--- config.mk ---
export PLATFORM = sky130hd
export DESIGN_NAME = asd_alternate_space_decoder
export DESIGN_NICKNAME = d
export VERILOG_FILES = /design/src/pkg/asd_pkg.sv /design/src/asd_alternate_space_decoder.sv
export VERILOG_INCLUDE_DIRS = /design/src /design/src/pkg
export SDC_FILE = /design/constraint.sdc
export NUM_CORES = 1
export LEC_CHECK = 0
export BUFFER_PORTS_ARGS = -buffer_cell sky130_fd_sc_hd__buf_2
export CAP_MARGIN = 20
export CORE_MARGIN = 5
export CORE_UTILIZATION = 25
export DETAILED_ROUTE_END_ITERATION = 7
export GPL_TIMING_DRIVEN = 0
export PLACE_DENSITY = 0.47
export SETUP_SLACK_MARGIN = 0.4
export SLEW_MARGIN = 20
export SYNTH_ARGS = -nofsm -noshare
export SYNTH_HDL_FRONTEND = slang
export SYNTH_SLANG_ARGS = --single-unit
--- constraint.sdc ---
create_clock -name clk -period 4.75 [get_ports clk]
set_input_delay 0.95 -clock clk [delete_from_list [all_inputs] [get_ports clk]]
set_output_delay 0.95 -clock clk [all_outputs]
set_load 0.01 [all_outputs]
--- src/pkg/asd_consts.svh ---
// Purpose: Tag codes and access sizes for the address-space tag decoder
// Assumes: 8-bit tag, 32-bit address
// Notes:   Definitions only
`ifndef ASD_CONSTS_SVH
`define ASD_CONSTS_SVH
`define ASD_TAG_W          8
`define ASD_ADDR_W         32
`define ASD_TAG_CONTROL    8'h02
`define ASD_TAG_MMU_FLUSH  8'h03
`define ASD_TAG_MMU_REGS   8'h04
`define ASD_TAG_CODE_TLB   8'h05
`define ASD_TAG_DATA_TLB   8'h06
`define ASD_TAG_USER_INSN  8'h08
`define ASD_TAG_SUPV_INSN  8'h09
`define ASD_TAG_USER_DATA  8'h0A
`define ASD_TAG_SUPV_DATA  8'h0B
`define ASD_TAG_ICACHE_TAG 8'h0C
`define ASD_TAG_ICACHE_DAT 8'h0D
`define ASD_TAG_DCACHE_TAG 8'h0E
`define ASD_TAG_DCACHE_DAT 8'h0F
`define ASD_TAG_BYPASS_HI  4'h2
`define ASD_TAG_SB_TAGS    8'h30
`define ASD_TAG_SB_DATA    8'h31
`define ASD_TAG_SB_CTRL    8'h32
`define ASD_TAG_ICLEAR     8'h36
`define ASD_TAG_DCLEAR     8'h37
`define ASD_TAG_BKPT_DIAG  8'h38
`define ASD_TAG_KERNEL     8'h40
`define ASD_TAG_PERF_A     8'h48
`define ASD_TAG_PERF_B     8'h49
`define ASD_TAG_CBK_CTRL   8'h4A
`define ASD_TAG_CBK_STAT   8'h4B
`define ASD_TAG_ACTION     8'h4C
`define ASD_SIZE_BYTE      2'h0
`define ASD_SIZE_HALF      2'h1
`define ASD_SIZE_WORD      2'h2
`define ASD_SIZE_DOUBLE    2'h3
`endif

--- src/pkg/asd_pkg.sv ---
// Purpose: Types for the address-space tag decoder
// Assumes: Constants from asd_consts.svh
// Notes:   Target list is one-hot-free enum
`include "asd_consts.svh"
package asd_pkg;
   typedef enum logic [4:0] {
      ASD_NONE, ASD_CONTROL, ASD_MMU_FLUSH, ASD_MMU_REGS, ASD_CODE_TLB, ASD_DATA_TLB,
      ASD_USER_INSN, ASD_SUPV_INSN, ASD_USER_DATA, ASD_SUPV_DATA,
      ASD_ICACHE_TAG, ASD_ICACHE_DAT, ASD_DCACHE_TAG, ASD_DCACHE_DAT, ASD_BYPASS,
      ASD_SB_TAGS, ASD_SB_DATA, ASD_SB_CTRL, ASD_ICLEAR, ASD_DCLEAR, ASD_BKPT_DIAG,
      ASD_KERNEL, ASD_PERF_A, ASD_PERF_B, ASD_CBK_CTRL, ASD_CBK_STAT, ASD_ACTION
   } asd_target_e;

   typedef enum logic [1:0] {ASD_SZ_ANY, ASD_SZ_SINGLE, ASD_SZ_DOUBLE} asd_sizerule_e;

   // Request from the core pipeline
   typedef struct packed {
      logic                     valid;
      logic                     alternate;
      logic                     fetch;
      logic                     supervisor;
      logic                     store;
      logic [1:0]               size;
      logic [`ASD_TAG_W-1:0]    tag;
      logic [`ASD_ADDR_W-1:0]   addr;
   } asd_req_s;

   // Routed access toward memory and internal targets
   typedef struct packed {
      logic                     valid;
      logic                     store;
      logic [1:0]               size;
      logic [`ASD_TAG_W-1:0]    tag;
      logic [`ASD_ADDR_W-1:0]   addr;
      asd_target_e              target;
   } asd_route_s;
endpackage

--- src/asd_alternate_space_decoder.sv ---
// Purpose: Attach an address-space tag to each access and decode it to a target
// Assumes: Single clock; request comes from core logic on the same clock
// Notes:   Decode is combinational; route and error outputs are registered once
// Overview of operation
// - Every fetch and normal data access carries an 8-bit tag beside its 32-bit address.
// - The normal tag encodes privilege and fetch versus data.
// - Only privileged alternate accesses supply their own tag, choosing an internal space.
// - Tags 08-0B are user/supervisor instruction and data spaces, all sizes.
// - Tag 02 is control space, all sizes.
// - Tags 03-06 are MMU flush/probe, registers and two TLB diagnostics, single word.
// - Tags 0C-0F are instruction and data cache tags and data, double word.
// - Tags 20-2F are MMU bypass, all sizes.
// - Tags 30/31 store buffer tags/data double; 32 store buffer control single.
// - Single-word store to 36 or 37 flash-clears I or D cache; no loads.
// - Tag 38 is MMU breakpoint diagnostics, double word.
// - Tag 40 is kernel space, single word.
// - Tags 48 and 49 are performance counters A and B, single word.
// - Tags 4A, 4B, 4C are counter breakpoint control, status, action; single word.
// - All other tags, including 4D-FF, have no function.
`timescale 1ns/1ps
`include "asd_consts.svh"
module asd_alternate_space_decoder
(
   input  wire logic              clk,
   input  wire logic              reset,
   input  wire asd_pkg::asd_req_s req,
   output asd_pkg::asd_target_e   target,
   output logic                   accept,
   output asd_pkg::asd_route_s    route,
   output logic                   icacheClear,
   output logic                   dcacheClear,
   output logic                   accessError
);

   logic [`ASD_TAG_W-1:0]   effTag;
   asd_pkg::asd_sizerule_e  sizeRule;
   logic                    storeOnly;
   logic                    sizeOk;
   logic                    privOk;

   // Normal accesses build their own tag from privilege and kind
   always_comb
   begin
      if (req.alternate && req.supervisor)
         effTag = req.tag;
      else if (req.fetch)
         effTag = req.supervisor ? `ASD_TAG_SUPV_INSN : `ASD_TAG_USER_INSN;
      else
         effTag = req.supervisor ? `ASD_TAG_SUPV_DATA : `ASD_TAG_USER_DATA;
   end

   // Pure table lookup, no state: same-cycle target decode, route follows one cycle later
   always_comb
   begin
      target    = asd_pkg::ASD_NONE;
      sizeRule  = asd_pkg::ASD_SZ_ANY;
      storeOnly = 1'b0;
      if (effTag[7:4] == `ASD_TAG_BYPASS_HI)
         target = asd_pkg::ASD_BYPASS;
      else
      begin
         unique case (effTag)
            `ASD_TAG_CONTROL:    target = asd_pkg::ASD_CONTROL;
            `ASD_TAG_MMU_FLUSH:
            begin
               target   = asd_pkg::ASD_MMU_FLUSH;
               sizeRule = asd_pkg::ASD_SZ_SINGLE;
            end
            `ASD_TAG_MMU_REGS:
            begin
               target   = asd_pkg::ASD_MMU_REGS;
               sizeRule = asd_pkg::ASD_SZ_SINGLE;
            end
            `ASD_TAG_CODE_TLB:
            begin
               target   = asd_pkg::ASD_CODE_TLB;
               sizeRule = asd_pkg::ASD_SZ_SINGLE;
            end
            `ASD_TAG_DATA_TLB:
            begin
               target   = asd_pkg::ASD_DATA_TLB;
               sizeRule = asd_pkg::ASD_SZ_SINGLE;
            end
            `ASD_TAG_USER_INSN:  target = asd_pkg::ASD_USER_INSN;
            `ASD_TAG_SUPV_INSN:  target = asd_pkg::ASD_SUPV_INSN;
            `ASD_TAG_USER_DATA:  target = asd_pkg::ASD_USER_DATA;
            `ASD_TAG_SUPV_DATA:  target = asd_pkg::ASD_SUPV_DATA;
            `ASD_TAG_ICACHE_TAG:
            begin
               target   = asd_pkg::ASD_ICACHE_TAG;
               sizeRule = asd_pkg::ASD_SZ_DOUBLE;
            end
            `ASD_TAG_ICACHE_DAT:
            begin
               target   = asd_pkg::ASD_ICACHE_DAT;
               sizeRule = asd_pkg::ASD_SZ_DOUBLE;
            end
            `ASD_TAG_DCACHE_TAG:
            begin
               target   = asd_pkg::ASD_DCACHE_TAG;
               sizeRule = asd_pkg::ASD_SZ_DOUBLE;
            end
            `ASD_TAG_DCACHE_DAT:
            begin
               target   = asd_pkg::ASD_DCACHE_DAT;
               sizeRule = asd_pkg::ASD_SZ_DOUBLE;
            end
            `ASD_TAG_SB_TAGS:
            begin
               target   = asd_pkg::ASD_SB_TAGS;
               sizeRule = asd_pkg::ASD_SZ_DOUBLE;
            end
            `ASD_TAG_SB_DATA:
            begin
               target   = asd_pkg::ASD_SB_DATA;
               sizeRule = asd_pkg::ASD_SZ_DOUBLE;
            end
            `ASD_TAG_SB_CTRL:
            begin
               target   = asd_pkg::ASD_SB_CTRL;
               sizeRule = asd_pkg::ASD_SZ_SINGLE;
            end
            `ASD_TAG_ICLEAR:
            begin
               target    = asd_pkg::ASD_ICLEAR;
               sizeRule  = asd_pkg::ASD_SZ_SINGLE;
               storeOnly = 1'b1;
            end
            `ASD_TAG_DCLEAR:
            begin
               target    = asd_pkg::ASD_DCLEAR;
               sizeRule  = asd_pkg::ASD_SZ_SINGLE;
               storeOnly = 1'b1;
            end
            `ASD_TAG_BKPT_DIAG:
            begin
               target   = asd_pkg::ASD_BKPT_DIAG;
               sizeRule = asd_pkg::ASD_SZ_DOUBLE;
            end
            `ASD_TAG_KERNEL:
            begin
               target   = asd_pkg::ASD_KERNEL;
               sizeRule = asd_pkg::ASD_SZ_SINGLE;
            end
            `ASD_TAG_PERF_A:
            begin
               target   = asd_pkg::ASD_PERF_A;
               sizeRule = asd_pkg::ASD_SZ_SINGLE;
            end
            `ASD_TAG_PERF_B:
            begin
               target   = asd_pkg::ASD_PERF_B;
               sizeRule = asd_pkg::ASD_SZ_SINGLE;
            end
            `ASD_TAG_CBK_CTRL:
            begin
               target   = asd_pkg::ASD_CBK_CTRL;
               sizeRule = asd_pkg::ASD_SZ_SINGLE;
            end
            `ASD_TAG_CBK_STAT:
            begin
               target   = asd_pkg::ASD_CBK_STAT;
               sizeRule = asd_pkg::ASD_SZ_SINGLE;
            end
            `ASD_TAG_ACTION:
            begin
               target   = asd_pkg::ASD_ACTION;
               sizeRule = asd_pkg::ASD_SZ_SINGLE;
            end
            default:             target = asd_pkg::ASD_NONE;
         endcase
      end
   end

   always_comb
   begin
      unique case (sizeRule)
         asd_pkg::ASD_SZ_SINGLE: sizeOk = (req.size == `ASD_SIZE_WORD);
         asd_pkg::ASD_SZ_DOUBLE: sizeOk = (req.size == `ASD_SIZE_DOUBLE);
         default:                sizeOk = 1'b1;
      endcase
   end

   // User-mode alternate requests are refused outright
   assign privOk = !req.alternate || req.supervisor;
   assign accept = req.valid && privOk && sizeOk && (target != asd_pkg::ASD_NONE)
                   && (!storeOnly || req.store);

   always_ff @(posedge clk)
   begin
      if (reset)
         route <= '0;
      else
      begin
         route.valid  <= accept;
         route.store  <= req.store;
         route.size   <= req.size;
         route.tag    <= effTag;
         route.addr   <= req.addr;
         route.target <= target;
      end
   end

   always_ff @(posedge clk)
   begin
      if (reset)
      begin
         icacheClear <= 1'b0;
         dcacheClear <= 1'b0;
      end
      else
      begin
         icacheClear <= accept && (target == asd_pkg::ASD_ICLEAR);
         dcacheClear <= accept && (target == asd_pkg::ASD_DCLEAR);
      end
   end

   always_ff @(posedge clk)
   begin
      if (reset)
         accessError <= 1'b0;
      else
         accessError <= req.valid && !accept;
   end

endmodule

==> flow_summary_export.csv <==
group,metric,value,unit
yosys,synth.area.mux_share,0.9254,%
routing,ant_nets,0,
yosys,syn_avg_cell_area,9.658,sq um
yosys,synth-xor-area-share,0.4049,%
layout,area.sequential,1041,sq um
floorplan,fp.dieH,103.0,microns
sta,hold_viol,0,
layout,utilization,35.28,%
worst_setup_path,worstPathCellList,"buf_2, or4bb_4, nor3_4, o21ai_0, a21boi_1, nor3_1, ha_2, xnor2_2, a21oi_1, nor3_2, o31a_1, buf_2",
yosys,yosysWarnings,0,
clocking,numCtsBuffers,5,
global_route,grt_first_pass_wirelength,9.825,mm
layout,fillers,935,
yosys,synth_fa_ha_area_share,0.5784,%
clocking,clk_pin_slew,90,ps
clocking,cts_root_buffer,"clkbuf_8",
sta,rsz0062_at_grt,"false",
place,place_hpwl,4.888,mm
place,place_congestion,0.9123,
hold_path,hold_class,"in2reg",
yosys,synth-simple-area-share,31.69,%
global_route,grt_use_total,11.46,%
sta,drv_slew,0,
layout,area_growth,40.14,%
yosys,synthCells,224,
sta,setup_tns,0,ps
power_and_ir_drop,p_leak,1.451,nW
routing,drt-pass1-iter-count,4,
floorplan,fp.dieW,103.0,microns
worst_setup_path,path_max_fanout,6,
layout,n_antenna_cell,0,
clocking,cts_hold_buf,0,
yosys,synth_top_family_by_area,"simple AND/OR/NAND/NOR gates",
yosys,synth_edf_count,0,
yosys,synth_common_cells,"dfxtp_1, nor2b_1, nand2_1",
global_route,grt_pass1_vias,2002,
run,cap_violations,0,
global_route,grt_max_degree,16,
clocking,cts_tree,"built",
routing,via_count,2064,
floorplan,die_area,10610,sq um
worst_setup_path,criticalPathCategory,"in2out",
worst_setup_path,critical_path.most_common_cell,"buf_2",
layout,multi_input_area,1055,sq um
yosys,synthTopCellsByArea,"dfxtp_1, nor2b_1, nand2_1",
yosys,synth_top_area_share,48.12,%
place,io_buffers,106,
floorplan,num_io_pins,107,
power_and_ir_drop,ir_drop,0.1242,mV
sta,tightest_slew,871.9,ps
routing,avgRoutedWirePerCell,13.91,microns
worst_setup_path,slowest_stage,"or4bb_4",
floorplan,core_area,8593,sq um
floorplan,initial_core_util,25.17,%
yosys,yosysSeqAreaShare,48.12,%
power_and_ir_drop,powerDensity,312.1,nW/um^2
global_route,antenna_found_initial,0,
sta,fin_crit_sh,88.27,%
yosys,ys_types,52,
sta,slew_headroom,41.34,%
worst_setup_path,slowest_delay,560,ps
global_route,grt_overflow,0,
yosys,synth_most_common_cell,"dfxtp_1",
worst_setup_path,endpoint_kind,"output pin",
sta,period_needed,4193,ps
run_status,status,"completed",
yosys,syn_area,2163,sq um
yosys,synth_top_area_cell,"dfxtp_1",
worst_setup_path,crit_required,3800,ps
worst_setup_path,start_kind,"input pin",
worst_setup_path,cp.arrival,3240,ps
worst_setup_path,cp_num_buf_inv,2,
yosys,async_reset_ff_share,0,%
clocking,cts.path.max_buffers,2,
yosys,synth-compound-area-share,13.36,%
routing,dr.first_iter.drc_count,50,
layout,nets,391,
yosys,synth-main-ff-cell,"dfxtp_1",
sta,max_freq,0.2385,GHz
routing,drcViolationCount,0,
floorplan,row_count,34,
routing,vias_per_cell,4.597,
sta,finalSetupViolations,0,
routing,route.final.wire_length,6.245,mm
worst_setup_path,crit_family,"simple AND/OR/NAND/NOR gates",
layout,layout-drive-gt1-share,42.52,%
yosys,ys_ff_latch,52,
yosys,synth_nets,274,
clocking,htreeDepth,2,
clocking,cts.sinks,52,
-- registers in the layout, indices dropped and copies added (netlist names) --
register and flops:
route 49, accessError 1, dcacheClear 1, icacheClear 1
-- routing by layer --
metal	vias to the layer above	GRT usage, %	share of wire [%]
li1	1009	-	-
met3	4	2.639	10
met2	92	19.14	47
met1	959	14.76	42
met5	-	0	0
met4	0	3.287	0.58
-- cell families after synthesis --
logic type,count (synthesis)
AO/OA/AOI/OAI,38
buffers and inverters,22
adder cells (fa/ha/maj),1
XOR/XNOR,1
multiplexers,2
flip-flops,52
AND/OR/NAND/NOR,108
-- metrics by stage --
step	hold WS, ps	std cells	setup slack, ps	power (mW)	area, sq um
final	855.2	449	557.0	0.9462	3032
after floorplan	1056	224	943.7	0.5462	2163
after detailed placement	1162	438	220.5	0.6117	2829
after global routing	848.5	449	415.9	0.9982	3032
after global placement	1158	438	181.8	0.6123	2829
after CTS	841.8	445	479.6	0.9611	2977
-- power breakdown --
part | leakage [nW] | total [mW] | switching [mW] | internal, mW
sequential | 0.431 | 0.461 | 0.00426 | 0.457
clock | 0.0642 | 0.342 | 0.135 | 0.207
combinational | 0.955 | 0.143 | 0.0790 | 0.0638
-- layout make-up --
type | count | share of cell area [%]
buffer | 14 | 2.600
clock buffer | 5 | 2.270
clock inverter | 2 | 1.981
inverter | 8 | 0.9905
multi-input combinational | 150 | 34.79
sequential | 52 | 34.34
tap | 108 | 4.457
timing repair buffer | 110 | 18.57
-- path summary, 6_finish.rpt --
check,startpoint,slack (ps),cells past startpoint,endpoint
setup / recovery,req[38],560,12,accept
hold / removal,req[2],860,2,route[7]$_SDFF_PP0_
-- layout by cell type (no fill, tap or decap), types with 2 or more instances in the layout --
cell type and n:
a21oi_1 7, a31oi_1 2, and2_1 7, and3_1 7, and4_1 2, buf_2 109
buf_4 6, buf_6 2, bufinv_16 2, clkbuf_1 5, clkbuf_2 2, clkbuf_8 5
dfxtp_1 52, inv_1 8, mux2i_1 2, nand2_1 14, nand2b_1 2, nand3_1 9
nand4_1 3, nor2_1 6, nor2b_1 39, nor3_1 4, o211ai_1 3, o211ai_2 2
o21ai_0 4, o21ai_1 4, o31a_1 3
-- repair_timing --
action / CTS / global route
resized for setup: 3 / 11
pin swaps: 0 / 9
setup endpoints to repair: 1 / 1
buffers inserted: 0 / 4
Power figures use the tool's default switching activity.
